$ cat config.mk
export PLATFORM = sky130hd
export DESIGN_NAME = spi_addr_port
export DESIGN_NICKNAME = d
export VERILOG_FILES = /design/src/rtl/spi_port_pkg.sv /design/src/rtl/crc8_calc.sv /design/src/rtl/pin_sync.sv /design/src/rtl/spi_addr_port.sv
export SDC_FILE = /design/constraint.sdc
export NUM_CORES = 1
export LEC_CHECK = 0
export BUFFER_PORTS_ARGS = -buffer_cell sky130_fd_sc_hd__buf_2
export CAP_MARGIN = 20
export CORE_MARGIN = 2
export CORE_UTILIZATION = 40
export DETAILED_ROUTE_END_ITERATION = 6
export PLACE_DENSITY = 0.62
export SYNTH_ARGS = -nofsm -noshare
export SYNTH_HDL_FRONTEND = slang
export SYNTH_HIERARCHICAL = 1
export SYNTH_SLANG_ARGS = --single-unit
$ cat constraint.sdc
create_clock -name clock -period 3.95 [get_ports clock]
set_input_delay 0.5925 -clock clock [delete_from_list [all_inputs] [get_ports clock]]
set_output_delay 0.5925 -clock clock [all_outputs]
set_load 0.005 [all_outputs]
$ cat src/rtl/spi_port_pkg.sv
// Shared constants, types and state layout of the serial register port.
// Assumes one system clock; the serial pins arrive asynchronously and are resynchronised.
package spi_port_pkg;

    // Internal register addresses reached over the serial command
    localparam logic [6:0] ADDR_SWITCH    = 7'h01;
    localparam logic [6:0] ADDR_ERR_CFG   = 7'h02;
    localparam logic [6:0] ADDR_ERR_FLAGS = 7'h03;

    // Reset values and writable masks
    localparam logic [7:0] SWITCH_RESET = 8'h00;
    localparam logic [7:0] CFG_RESET    = 8'h06;
    localparam logic [7:0] CFG_MASK     = 8'h07;
    localparam logic [7:0] FLAGS_RESET  = 8'h00;

    // Bit positions shared by the configuration and flag registers
    localparam int unsigned ERR_CRC  = 0;
    localparam int unsigned ERR_SCLK = 1;
    localparam int unsigned ERR_ADDR = 2;

    // Frame constants
    localparam logic [7:0]  ALIGN_PATTERN = 8'h25;
    localparam logic [15:0] CLEAR_FRAME   = 16'h6CA9;
    localparam logic [7:0]  CRC_POLY      = 8'h07;
    localparam logic [7:0]  CRC_SEED      = 8'h00;

    // Rising-edge counts within a frame
    localparam logic [4:0] EDGE_ADDR   = 5'h08;
    localparam logic [4:0] EDGE_CHECK  = 5'h09;
    localparam logic [4:0] BITS_PLAIN  = 5'h10;
    localparam logic [4:0] BITS_CRC    = 5'h18;
    localparam logic [4:0] CNT_MAX     = 5'h1F;
    localparam logic [4:0] CNT_ZERO    = 5'h00;
    localparam logic [4:0] CNT_ONE     = 5'h01;

    // Synchroniser reset value for {csN, sclk, sdi}: deselected, clock low
    localparam logic [2:0] PINS_IDLE = 3'h4;

    typedef enum logic {
        PH_IDLE  = 1'b0,
        PH_FRAME = 1'b1
    } phase_t;

    typedef struct packed {
        logic csN;
        logic sclk;
        logic sdi;
    } pins_t;

    typedef struct packed {
        phase_t      phase;
        logic        csPrev;
        logic        sclkPrev;
        logic [4:0]  cnt;
        logic        crcOn;
        logic [23:0] rx;
        logic        rw;
        logic [6:0]  addr;
        logic        addrBad;
        logic [7:0]  rdData;
        logic [7:0]  tx;
        logic        sdo;
        logic        sdoOe;
        logic [7:0]  switchData;
        logic [7:0]  errCfg;
        logic [7:0]  errFlags;
    } state_t;

endpackage

$ cat src/rtl/crc8_calc.sv
// Combinational checksum over a 16-bit command payload, MSB first.
// Assumes the caller registers the result where timing needs it.
`timescale 1ns/1ns
module crc8_calc
    import spi_port_pkg::*;
(
    input  wire logic [15:0] payload,
    output logic      [7:0]  crc
);

    always_comb begin
        logic [7:0] c;
        logic       fb;
        c  = CRC_SEED;
        fb = 1'b0;
        for (int i = 15; i >= 0; i--) begin
            fb = c[7] ^ payload[i];
            c  = {c[6:0], 1'b0} ^ (fb ? CRC_POLY : 8'h00);
        end
        crc = c;
    end

endmodule

$ cat src/rtl/pin_sync.sv
// Two-stage synchroniser for a group of asynchronous pins.
// Assumes nothing reads the first stage except the second.
`timescale 1ns/1ns
module pin_sync
    import spi_port_pkg::*;
#(
    parameter int unsigned     W         = 3,
    parameter logic [W-1:0]    RESET_VAL = '0
) (
    input  wire logic         clock,
    input  wire logic         nrst,
    input  wire logic [W-1:0] d,
    output logic      [W-1:0] q
);

    logic [W-1:0] meta_r;

    always_ff @(posedge clock or negedge nrst) begin
        if (!nrst) begin
            meta_r <= RESET_VAL;
            q      <= RESET_VAL;
        end else begin
            meta_r <= d;
            q      <= meta_r;
        end
    end

endmodule

$ cat src/rtl/spi_addr_port.sv
// Serial slave port in addressed register mode, with error detection.
// Assumes the serial pins are asynchronous to clock and the serial clock is
// slower than a third of clock, so every edge is seen after resynchronising.
//
// Behaviour
// - Accept SPI mode 0 or mode 3 framing, serial clock up to 50 MHz.
// - After reset the port works in addressed register access mode only.
// - A frame runs chip select low to high; 16 clocks without checksum.
// - With checksum enabled a frame is 24 bits: command plus checksum byte.
// - Sample input on rising serial clock, change output on falling clock.
// - First bit 0 means write, 1 means read.
// - Then seven address bits, then eight data bits.
// - On reads the last eight input bits are ignored.
// - Address is latched and decoded at the eighth rising edge.
// - Reads drive register data from the eighth to fifteenth falling edge.
// - Writes without checksum take effect at the sixteenth rising edge.
// - Every frame first shifts out alignment byte 0x25.
// - Three checks: clock count, bad address, checksum; each enable and flag.
// - Checksum: polynomial x^8+x^2+x+1, seed zero, over 16 payload bits.
// - Wrong clock count sets its flag; short frames skip write, long still write.
// - Bad address or read-only write flagged at ninth edge; write suppressed.
// - Frame 0x6CA9 with valid checksum clears all flags at final edge.
`timescale 1ns/1ns
module spi_addr_port
    import spi_port_pkg::*;
(
    input  wire logic       clock,
    input  wire logic       nrst,
    input  wire logic       csN,
    input  wire logic       sclk,
    input  wire logic       sdi,
    output logic            sdo,
    output logic            sdoOe,
    output logic      [7:0] switchData,
    output logic      [7:0] errCfg,
    output logic      [7:0] errFlags
);

    state_t      st_r;
    state_t      st_nxt;
    pins_t       pinRaw;
    pins_t       pinS;
    logic [23:0] rxShifted;
    logic [15:0] crcPayload;
    logic [7:0]  crcOut;

    // Nonexistent address other than a write to the clear address 0x6C, or a write to the read-only flag register
    function automatic logic addrInvalid(input logic rw, input logic [6:0] addr);
        logic known;
        known = (addr == ADDR_SWITCH) || (addr == ADDR_ERR_CFG) || (addr == ADDR_ERR_FLAGS);
        if (!rw && addr == CLEAR_FRAME[14:8]) begin
            return 1'b0;
        end
        return !known || (!rw && addr == ADDR_ERR_FLAGS);
    endfunction

    function automatic logic [7:0] regRead(input state_t s, input logic [6:0] addr);
        unique case (addr)
            ADDR_SWITCH:    return s.switchData;
            ADDR_ERR_CFG:   return s.errCfg;
            ADDR_ERR_FLAGS: return s.errFlags;
            default:        return 8'h00;
        endcase
    endfunction

    assign pinRaw = '{csN: csN, sclk: sclk, sdi: sdi};

    pin_sync #(
        .W         (3),
        .RESET_VAL (PINS_IDLE)
    ) u_sync (
        .clock (clock),
        .nrst  (nrst),
        .d     (pinRaw),
        .q     (pinS)
    );

    assign rxShifted  = {st_r.rx[22:0], pinS.sdi};
    // Reads checksum what is sent back; writes check what came in
    assign crcPayload = st_r.rw ? {1'b1, st_r.addr, st_r.rdData} : rxShifted[23:8];

    crc8_calc u_crc (
        .payload (crcPayload),
        .crc     (crcOut)
    );

    always_comb begin
        logic       csFall;
        logic       csRise;
        logic       sclkRise;
        logic       sclkFall;
        logic [4:0] cntNew;
        logic [4:0] expected;
        logic [7:0] setF;
        logic [7:0] clrF;
        logic [7:0] wrData;
        logic [15:0] payload;
        logic       crcOk;

        st_nxt   = st_r;
        csFall   = st_r.csPrev && !pinS.csN;
        csRise   = !st_r.csPrev && pinS.csN;
        sclkRise = !pinS.csN && !st_r.sclkPrev && pinS.sclk;
        sclkFall = !pinS.csN && st_r.sclkPrev && !pinS.sclk;
        cntNew   = (st_r.cnt == CNT_MAX) ? CNT_MAX : st_r.cnt + CNT_ONE;
        expected = st_r.crcOn ? BITS_CRC : BITS_PLAIN;
        setF     = 8'h00;
        clrF     = 8'h00;
        wrData   = st_r.crcOn ? rxShifted[15:8] : rxShifted[7:0];
        payload  = st_r.crcOn ? rxShifted[23:8] : rxShifted[15:0];
        crcOk    = !st_r.crcOn || (crcOut == rxShifted[7:0]);

        st_nxt.csPrev   = pinS.csN;
        st_nxt.sclkPrev = pinS.sclk;

        if (csFall) begin
            // New frame: any earlier partial command is gone
            st_nxt.phase   = PH_FRAME;
            st_nxt.cnt     = CNT_ZERO;
            st_nxt.rx      = '0;
            st_nxt.rw      = 1'b0;
            st_nxt.addrBad = 1'b0;
            st_nxt.crcOn   = st_r.errCfg[ERR_CRC];
            st_nxt.tx      = ALIGN_PATTERN;
            st_nxt.sdo     = ALIGN_PATTERN[7];
            st_nxt.sdoOe   = 1'b1;
        end else begin
            unique case (st_r.phase)
                PH_IDLE: begin
                    st_nxt.sdoOe = 1'b0;
                end
                PH_FRAME: begin
                    if (csRise) begin
                        st_nxt.phase = PH_IDLE;
                        st_nxt.sdoOe = 1'b0;
                        if (st_r.cnt != expected && st_r.errCfg[ERR_SCLK]) begin
                            setF[ERR_SCLK] = 1'b1;
                        end
                    end else begin
                        if (sclkRise) begin
                            st_nxt.cnt = cntNew;
                            st_nxt.rx  = rxShifted;
                            if (cntNew == EDGE_ADDR) begin
                                st_nxt.rw     = rxShifted[7];
                                st_nxt.addr   = rxShifted[6:0];
                                st_nxt.rdData = regRead(st_r, rxShifted[6:0]);
                            end
                            if (cntNew == EDGE_CHECK && addrInvalid(st_r.rw, st_r.addr)) begin
                                st_nxt.addrBad = 1'b1;
                                if (st_r.errCfg[ERR_ADDR]) begin
                                    setF[ERR_ADDR] = 1'b1;
                                end
                            end
                            // Reads ignore the data and checksum bits
                            if (cntNew == expected && !st_r.rw) begin
                                if (!crcOk && st_r.errCfg[ERR_CRC]) begin
                                    setF[ERR_CRC] = 1'b1;
                                end
                                if (crcOk) begin
                                    if (payload == CLEAR_FRAME) begin
                                        clrF = 8'hFF;
                                    end else if (!st_r.addrBad) begin
                                        unique case (st_r.addr)
                                            ADDR_SWITCH: begin
                                                st_nxt.switchData = wrData;
                                            end
                                            ADDR_ERR_CFG: begin
                                                st_nxt.errCfg = wrData & CFG_MASK;
                                            end
                                            default: begin
                                            end
                                        endcase
                                    end
                                end
                            end
                        end
                        // Mode 3 opens with a falling edge before any bit: skip it
                        if (sclkFall && st_r.cnt != CNT_ZERO) begin
                            if (st_r.cnt == EDGE_ADDR) begin
                                st_nxt.tx  = st_r.rw ? st_r.rdData : 8'h00;
                                st_nxt.sdo = st_r.rw ? st_r.rdData[7] : 1'b0;
                            end else if (st_r.cnt == BITS_PLAIN && st_r.crcOn && st_r.rw) begin
                                st_nxt.tx  = crcOut;
                                st_nxt.sdo = crcOut[7];
                            end else begin
                                st_nxt.tx  = {st_r.tx[6:0], 1'b0};
                                st_nxt.sdo = st_r.tx[6];
                            end
                        end
                    end
                end
            endcase
        end

        // A flag raised in the same cycle as a clear survives
        st_nxt.errFlags = (st_r.errFlags & ~clrF) | setF;
    end

    always_ff @(posedge clock or negedge nrst) begin
        if (!nrst) begin
            st_r.phase      <= PH_IDLE;
            st_r.csPrev     <= 1'b1;
            st_r.sclkPrev   <= 1'b0;
            st_r.cnt        <= CNT_ZERO;
            st_r.crcOn      <= 1'b0;
            st_r.rx         <= '0;
            st_r.rw         <= 1'b0;
            st_r.addr       <= '0;
            st_r.addrBad    <= 1'b0;
            st_r.rdData     <= 8'h00;
            st_r.tx         <= 8'h00;
            st_r.sdo        <= 1'b0;
            st_r.sdoOe      <= 1'b0;
            st_r.switchData <= SWITCH_RESET;
            st_r.errCfg     <= CFG_RESET;
            st_r.errFlags   <= FLAGS_RESET;
        end else begin
            st_r <= st_nxt;
        end
    end

    assign sdo        = st_r.sdo;
    assign sdoOe      = st_r.sdoOe;
    assign switchData = st_r.switchData;
    assign errCfg     = st_r.errCfg;
    assign errFlags   = st_r.errFlags;

endmodule

======== After elaboration in Yosys (flattened, before gate mapping) ========
Cells that the tools add are included.
cells by class
  add/subtract/negate cells ............... 1
  eq/ne operators ......................... 18
  muxes and demuxes ....................... 75
  bitwise logic cells ..................... 38
  reductions and logical operators ........ 40
operators with widths
  cell                                                                     number
  8-bit bitwise XOR                                                        14
  49-bit two-way mux                                                       2
  8-bit two-way mux                                                        11
  3-bit two-way mux                                                        18
  40-bit two-way mux                                                       1
  9-bit two-way mux                                                        4
  16-bit two-way mux                                                       2
  7-bit by 2-bit equality test with 1-bit output, second input constant    4
  1-bit two-way mux                                                        28
  5-bit two-way mux                                                        5
  24-bit two-way mux                                                       1
  8-bit case mux with 3 select lines                                       1
  9-bit AND reduction                                                      2
  16-bit by 15-bit equality test with 1-bit output, second input constant  1
  5-bit by 4-bit equality test with 1-bit output, second input constant    3
  1-bit logical AND                                                        15
  7-bit by 1-bit equality test with 1-bit output, second input constant    2
  1-bit bitwise XOR                                                        14
  5-bit equality test, second input constant                               2
  2-bit nonzero test                                                       5
  8-bit bitwise AND                                                        1
  8-bit equality test                                                      1
  1-bit logical NOT                                                        8
  8-bit NOT                                                                1
  17 further kinds                                                         26
word-level totals
  register bits after elaboration ......... 83
  input port bits ......................... 5

======== Depth between registers and ports, before layout ========
Gate-level depths: netlist of the first run.
  depth in word-level cells ............... 57
  mapped depth ............................ 12

======== Cells and area by module ========
Netlist of the first run, hierarchy kept.
by module, submodules not included
  module         instances  cells each  area each (µm²)  sequential area each (µm²)
  spi_addr_port  1          406         4271.6           1930.6
  crc8_calc      1          28          341.6            0.0
  pin_sync       1          6           152.6            152.6

======== Worst setup path after synthesis of the first run ========
Ideal clock, no wire load.
  path type ............................... flip-flop to flip-flop
  from .................................... reg st_r[50] (netlist name)
  to ...................................... reg, netlist name errCfg[0]
  arrival time ............................ 3912 ps
  required time ........................... 3825 ps
  setup slack ............................. -87 ps
  stages on the path, launching flop included .. 12
  path through ............................ dfrtp_1 clkbuf_1 buf_1 mux2_2 xnor2_1 xnor3_2 xnor3_1 xor2_1 nor4_1 a21boi_0 or4b_1 mux2_2
between the ends
  elaborated cells between the ends (all ways) .. 52
RTL lines
  what                                          RTL line              source
  start, declared                               spi_addr_port.sv:39   state_t st_r;
  start signal, assigned                        spi_addr_port.sv:218  st_r <= st_nxt;
  16-bit two-way mux                            spi_addr_port.sv:80   assign crcPayload = st_r.rw ? {1'b1, st_r.addr, st_r.rdData} : rxShifted[23:8];
  net crcPayload[6]                             spi_addr_port.sv:44   logic [15:0] crcPayload;
  1-bit bitwise XOR                             crc8_calc.sv:17       fb = c[7] ^ payload[i];
  3-bit two-way mux                             crc8_calc.sv:18       c = {c[6:0], 1'b0} ^ (fb ? CRC_POLY : 8'h00);
  8-bit bitwise XOR (6 in a row)                crc8_calc.sv:18
  1-bit bitwise XOR                             crc8_calc.sv:17
  3-bit two-way mux                             crc8_calc.sv:18
  8-bit by 3-bit bitwise XOR with 8-bit output  crc8_calc.sv:18
  net crcOut[0]                                 spi_addr_port.sv:45   logic [7:0] crcOut;
  8-bit equality test                           spi_addr_port.sv:111  crcOk = !st_r.crcOn || (crcOut == rxShifted[7:0]);
  1-bit logical OR                              spi_addr_port.sv:111
  9-bit AND reduction (no source line)          n/a
The timed path passes the listed nets, and every way through them passes these cells.
A chain may end at the register's enable or synchronous reset.

======== Worst setup path in the final report of the first run ========
  from .................................... reg st_r[50] (netlist name)
  to ...................................... reg, netlist name errCfg[0]
between the ends
  elaborated cells between the ends (all ways) .. 52
RTL lines
  what                                                    RTL line
  16-bit two-way mux *                                    spi_addr_port.sv:80
  net crcPayload[9]                                       spi_addr_port.sv:44
  1-bit bitwise XOR *                                     crc8_calc.sv:17
  3-bit two-way mux *                                     crc8_calc.sv:18
  8-bit bitwise XOR * (6 in a row)                        crc8_calc.sv:18
  1-bit bitwise XOR or 8-bit bitwise XOR (tied branches)  crc8_calc.sv:17, crc8_calc.sv:18
  3-bit two-way mux or 1-bit bitwise XOR (tied branches)  crc8_calc.sv:18, crc8_calc.sv:17
  8-bit bitwise XOR * (3 in a row)                        crc8_calc.sv:18
  8-bit by 3-bit bitwise XOR with 8-bit output *          crc8_calc.sv:18
  net crcOut[4]                                           spi_addr_port.sv:45
  8-bit equality test *                                   spi_addr_port.sv:111
  1-bit logical OR *                                      spi_addr_port.sv:111
  9-bit AND reduction (no source line) *                  n/a
Mark *: on every way through the listed nets, which the timed path passes. The rest lies on a longest branch.

==> summary.md, run 1 <==
| Metric | Value |
|---|---|
| Outcome | finished, final reports clean |
| Slowest-stage cell, CP | or4b_1 |
| Slew @ Worst Pin | 0.848 ns |
| R2r startpoint | st_r[50] |
| Setup TNS | 0 ns |
| Largest family of logic cells by synthesized area | simple AND/OR/NAND/NOR gates |
| Placed Area | 4900 sq um |
| Post-synthesis adder-cell area fraction | 1.05% |
| Fill cells | 1,084 |
| Synth Area in XOR/XNOR | 9.00% |
| Die width | 113 um |
| Reg2Reg Depth | 10 |
| Die ar. | 12,800 sq um |
| Hpwl dp | 7.98 mm |
| Max-cap viol count | 0 |
| TritonRoute pass-1 iters | 4 |
| Hold Buf Count CTS | 0 |
| Clock Path Buffers | 2 |
| Dpl ws | 0.0900 ns |
| Final setup viols | 0 |
| Worst setup path end | errCfg[0] |
| Internal reg-to-reg setup slack | 0.26 ns |
| Compound-Gate Fraction of Synth Area | 12.3% |
| Drc violations | 0 |
| Drt via density | 5.60 |
| Async set-or-reset flop fraction in the synthesized netlist | 100% |
| Reg2Reg Capture Point | errCfg[0] |
| Cell accounting for the most synthesized area | dfrtp_1 |
| # clock sinks | 83 |
| Clock Skew | 0.00834 ns |
| Multiplexer share of the synthesized area | 11.6% |
| Simple-gate portion of the synthesized area | 15.6% |
| Setup ws final | 0.263 ns |
| CP bufs+invs | 1 |
| Slew headroom | 43.5% |
| CTS tree | built |
| PortBufs | 25 |
| Diode count | 0 |
| Ys flop type | dfrtp_1 |
| Fin. max-slew vios | 0 |
| Row count | 39 |
| Gr usage total | 19.1% |
| Grt total ovfl | 0 |
| Delay-heaviest family, CP | XOR/XNOR gates |
| Highest Clock Rate | 271 MHz |
| Data required, critical path | 4.17 ns |
| First-pass GRT wire length | 19.0 mm |
| Crit Path Category | flip-flop to flip-flop |
| Sequential fraction of the synthesis area | 43.7% |
| # IOs | 31 |
| Area Growth Syn to Fin | 9.79% |
| Worst path cell trace | buf_4 > mux2_2 > xor2_1 > xnor2_1 > xor3_1 > xor2_1 > nor4_1 > a21boi_1 > or4b_1 > mux2_2 |
| Clock Pin Slew Worst Setup and Hold Paths | 0.06 ns |
| Leakage | 2.47 nW |
| Num CTS Buffers | 9 |
| Synth top area share | 41.0% |
| Share of cells above drive strength 1 | 24.2% |
| CP max stage delay | 0.63 ns |
| Final Instance Area | 5230 sq um |
| Synthesized flop and latch total | 83 |
| Mean Syn Cell Area | 10.8 sq um |
| Post-layout util | 45.4% |
| Pin count of the biggest net entering global routing | 68 |
| Core Footprint | 11,500 sq um |
| RSZ-0062 raised after global routing | false |
| Final nets | 451 |
| Total number of vias | 3,302 |
| ANT nets after route | 0 |
| CP Depth | 10 |
| Min-delay worst type | flip-flop to flip-flop |
| Fin Hold WS | 0.351 ns |
| Mapped Cells | 440 |
| Die Ht | 113 um |
| Vias in the first global route | 3,376 |
| Post-synth EDFFs | 0 |
| Final hold vios | 0 |
| Worst EP arrival | 3.91 ns |
| Initial DRC count | 186 |
| Critical path launch point type | flip-flop |
| Setup crit end kind | flip-flop |
| Initial core utilization | 41.4% |
| Post-route minimum period | 3.69 ns |
| Tcrit/Tclk final | 93.3% |
| CP Max Fanout | 13 |
| Initial antenna violation count | 0 |
| Avg WL per Cell | 19.2 um |
| Root Driver | clkbuf_16 |
| Crit path from | st_r[50] |
| Top post-synthesis cells by area | dfrtp_1 41%, mux2_2 9.9%, a22o_1 4.6%, buf_4 3.8%, xnor2_1 3.3% |
| Final GP Congestion | 1.00 |
| CTS H-tree depth | 3 |
| Synthesized cell area | 4770 sq um |
| Worst-Skew Late Latency | 0.34 ns |
| YS warnings | 6 |
| Max IR drop VDD | 0.215 mV |
| Final wirelength | 11.3 mm |
| Power Density | 368 nW/um^2 |
| Synth unique cells | 60 |
==> report_power, final <==
part,switching (mW),internal (mW)
clock,0.346,0.558
sequential,0.0259,0.875
combinational,0.0714,0.0509
==> metal layers <==
layer	GRT usage, %	share of wire (%)	vias up
met3	3.86	5.0	16
met5	0	0	-
met4	5.12	1.9	0
met2	28.4	45	96
li1	-	-	1560
met1	28.3	48	1630
==> cells by family after synthesis <==
group                      count (synthesis)
buffers and inverters                     61
AOI/OAI and AO/OA                         78
muxes                                     50
xor gates and xnor gates                  38
adders and majority gates                  4
and+or+nand+nor                          125
other                                      1
DFF                                       83
==> cells in the mapped netlist, types with 5 or more instances <==
master    number
dfstp_2        5
nand2b_1       8
nor3b_1        7
nand2_1       30
a21oi_1        5
inv_1         13
o21ai_0       14
nor4_1         7
nor2b_1        5
xnor2_1       18
buf_4         24
nand3_1       14
xor2_1        13
mux2_2        42
mux2i_1        8
dfrtp_1       78
a22o_1        25
a22oi_1       10
a221o_1        5
clkbuf_1      21
and2_1         5
nor2_1        12
==> state kept, by name (all words and copies together) (netlist names) <==
register,cells
errCfg,3
errFlags,8
rxShifted,23
sdo,1
sdoOe,1
st_r,33
switchData,8
u_sync/meta_r,3
u_sync/q,3
==> area by class of cell <==
type,count,area (sq um),share of cell area (%)
timing repair buffer,35,203,3.87
inverter,13,48.8,0.933
sequential,83,2080,39.8
clock inverter,5,85.1,1.63
tap,143,179,3.42
clock buffer,11,233,4.45
multi-input combinational,300,2400,45.9
==> worst min path at each step <==
stage / startpoint / endpoint / slack, ns / cells past startpoint
detailed placement: u_sync/meta_r[0] / u_sync/q[0] / 0.34 / 0
finish: u_sync/meta_r[0] / u_sync/q[0] / 0.35 / 0
global route: csN / u_sync/meta_r[2] / 0.35 / 1
floorplan: nrst / errCfg[0] / 0.30 / 0
global placement: u_sync/meta_r[0] / u_sync/q[0] / 0.34 / 0
CTS: csN / u_sync/meta_r[2] / 0.34 / 1
==> cell usage in the layout, fill, tap and decap left out, types with 8 or more instances in the layout <==
| cell | count |
|---|---|
| a22o_1 | 25 |
| a22oi_1 | 10 |
| buf_2 | 24 |
| buf_4 | 11 |
| clkbuf_16 | 9 |
| dfrtp_1 | 77 |
| inv_1 | 13 |
| mux2_2 | 42 |
| mux2i_1 | 8 |
| nand2_1 | 30 |
| nand2b_1 | 8 |
| nand3_1 | 14 |
| nor2_1 | 12 |
| o21ai_0 | 14 |
| xnor2_1 | 16 |
| xor2_1 | 13 |
==> worst register-to-register path, stage by stage (launching register included) <==
cell	delay, ns
dfrtp_2	0.45
buf_4	0.22
mux2_2	0.39
xor2_1	0.18
xnor2_1	0.27
xor3_1	0.52
xor2_1	0.16
nor4_1	0.26
a21boi_1	0.19
or4b_1	0.63
mux2_2	0.31
==> per-stage QoR <==
step                      instances  power [mW]
after global placement          574        1.04
after global routing            590        2.00
after CTS                       590        1.95
after floorplan                 444       0.992
after detailed placement        574        1.04
final                           590        1.93
==> timing repair <==
item,in CTS,in global routing
setup buffers,0,0
gates resized for setup,0,4
setup endpoints to repair,0,19
No activity file was read; power rests on OpenSTA's default activity.
==> inputs of run 2 (changes only) <==
BUFFER_PORTS_ARGS = default   (was -buffer_cell sky130_fd_sc_hd__buf_2)
DONT_BUFFER_PORTS = 1   (was default)
PLACE_DENSITY = 0.59   (was 0.62)
==> summary.md, run 2 (synthesis gave the netlist of run 1 again) <==
| Metric | Value |
|---|---|
| Initial DRC count | 269 (+45%) |
| Setup TNS | 0 ns (unchanged) |
| TritonRoute pass-1 iters | 7 (+3) |
| Hpwl dp | 7.90 mm (-1.1%) |
| Drc violations | 1 (+1) |
| Fin Hold WS | 0.0959 ns (-0.255 ns) |
| First-pass GRT wire length | 18.4 mm (-3.2%) |
| Diode count | 0 (unchanged) |
| Final wirelength | 11.4 mm (+0.49%) |
| Num CTS Buffers | 9 (unchanged) |
| Slew @ Worst Pin | 0.775 ns (-0.0730 ns) |
| # clock sinks | 83 (unchanged) |
| Worst EP arrival | 3.93 ns (+0.02 ns) |
| Leakage | 2.34 nW (-5.3%) |
| Worst path cell trace | buf_4 > mux2_2 > xnor2_1 > xnor3_2 > xnor3_1 > xor2_1 > nor4_1 > a21boi_1 > or4b_1 > mux2_2 |
| Die Ht | 113 um (unchanged) |
| Worst-Skew Late Latency | 0.34 ns (about the same) |
| Share of cells above drive strength 1 | 19.9% (-4.3 points) |
| Data required, critical path | 4.17 ns (about the same) |
| Die ar. | 12,800 sq um (unchanged) |
| Tcrit/Tclk final | 93.8% (+0.42 points) |
| Max reg flops | 33 (unchanged) |
| CP max stage delay | 0.61 ns (-0.02 ns) |
| Post-route minimum period | 3.70 ns (+0.0166 ns) |
| Final GP Congestion | 0.856 (-15%) |
| Reg2Reg Capture Point | errCfg[0] |
| CP dominant cell by count | mux2_2 |
| Final Instance Area | 5090 sq um (-2.7%) |
| R2r startpoint | st_r[50] |
| Overall power | 1.83 mW (-5.3%) |
| Largest register by flop count | st_r |
| Drt via density | 5.67 (+1.3%) |
| ANT nets after route | 0 (unchanged) |
| Gr usage total | 18.7% (-0.39 points) |
| RSZ-0062 raised after global routing | false |
| Area taken by multi-input logic gates | 2390 sq um (-0.42%) |
| Clock Skew | 0.00949 ns (+0.00115 ns) |
| Clock Path Buffers | 2 (unchanged) |
| Setup crit end kind | flip-flop |
| Register area | 2080 sq um (about the same) |
| Grt total ovfl | 0 (unchanged) |
| Pin count of the biggest net entering global routing | 79 (+16%) |
| Outcome | complete, but fails checks |
| Slowest-stage cell, CP | or4b_1 |
| Critical path launch point type | flip-flop |
| Core Footprint | 11,500 sq um (unchanged) |
| Power Density | 359 nW/um^2 (-2.7%) |
| Initial antenna violation count | 0 (unchanged) |
| Slew headroom | 47.9% (+4.4 points) |
| Highest Clock Rate | 270 MHz (-0.45%) |
| # IOs | 31 (unchanged) |
| Root Driver | clkbuf_16 |
| CP bufs+invs | 1 (unchanged) |
| Final hold vios | 0 (unchanged) |
| Clock Pin Slew Worst Setup and Hold Paths | 0.06 ns (about the same) |
| CTS H-tree depth | 3 (unchanged) |
| Max-cap viol count | 0 (unchanged) |
| Delay-heaviest family, CP | XOR/XNOR gates |
| Commonest cells after routing, fill and taps aside | 78 x dfrtp_1, 42 x mux2_2, 30 x nand2_1, 25 x a22o_1, 18 x xnor2_1 |
| Failing checks | DRC |
| Internal reg-to-reg setup slack | 0.25 ns (-0.02 ns) |
| Total number of vias | 3,209 (-2.8%) |
| Area Growth Syn to Fin | 6.83% |
| Reg2Reg Depth | 10 (unchanged) |
| CP Max Fanout | 9 (-4) |
| Crit Path Category | flip-flop to flip-flop |
| Max IR drop VDD | 0.194 mV (-9.5%) |
| Vias in the first global route | 3,217 (-4.7%) |
| Row count | 39 (unchanged) |
| Final setup viols | 0 (unchanged) |
| PortBufs | 0 (-100%) |
| Avg WL per Cell | 20.1 um (+4.7%) |
| Initial core utilization | 41.4% (unchanged) |
| Fill cells | 1,094 (+0.92%) |
| Final nets | 427 (-5.3%) |
| Die width | 113 um (unchanged) |
| Fin. max-slew vios | 0 (unchanged) |
| Most common cell after layout, fill and taps aside | dfrtp_1 |
| CTS tree | built |
| Min-delay worst type | primary input to async pin |
| Placed Area | 4780 sq um (-2.5%) |
[run 2: cell types whose count changed in the layout (fill, tap and decap cells not counted), moves of 2 or more]
cell       before  now
buf_2          24    0
clkinv_4        1    4
bufinv_16       2    0
clkbuf_1        2    0
xnor2_1        16   18
xnor2_2         2    0
[run 2: worst max path at each step]
stage | from | end | slack (ns) | cells past startpoint
2_1_floorplan | st_r[50] | errCfg[0] | 0.04 | 11
5_1_grt | st_r[50] | errCfg[0] | 0.07 | 10
6_report | st_r[50] | errCfg[0] | 0.25 | 10
4_1_cts | st_r[50] | errCfg[0] | 0.19 | 10
3_5_place_dp | st_r[50] | errCfg[0] | 0.19 | 10
3_3_place_gp | st_r[50] | errCfg[0] | 0.33 | 10
[run 2: cell type report]
cell class	count	area share [%]
Clock inverter	6	0.958
Timing Repair Buffer	11	2.02
Sequential cell	83	40.9
Clock buffer	10	4.69
Inverter	13	0.958
Multi-Input combinational cell	300	46.9
Tap cell	143	3.51
[run 2: report_power, final]
group	internal (mW)	leakage (nW)	total (mW)	switching, mW
sequential	0.875	1.11	0.901	0.0265
clock	0.448	0.143	0.804	0.355
combinational	0.0504	1.09	0.120	0.0700
total	1.37	2.34	1.83	0.452
[run 2: through the flow]
stage | std cells | setup slack, ns | utilization, %
2_1_floorplan | 444 | 0.0437 | -
3_3_place_gp | 549 | 0.330 | 41.5
3_5_place_dp | 549 | 0.186 | 41.5
4_1_cts | 566 | 0.187 | 44.2
5_1_grt | 566 | 0.0676 | 44.2
6_report | 566 | 0.246 | 44.2
[run 2: what timing repair did]
item                                   in CTS  in global routing
endpoints found under the hold margin      78                  0
setup buffers                               0                  0
setup endpoints to repair                   0                  1
hold buffers                                1                  0
gates resized for setup                     0                  1
[run 2: metal layers]
| layer | vias to the layer above | share of wire (%) | wire length (um) | global-route usage, % |
|---|---|---|---|---|
| met1 | 1593 | 47 | 5300 | 26.1 |
| met4 | 0 | 1.3 | 150 | 5.28 |
| met5 | - | 0 | 0 | 0 |
| met2 | 86 | 45 | 5160 | 28.9 |
| met3 | 13 | 6.6 | 752 | 4.71 |
| li1 | 1517 | - | - | - |
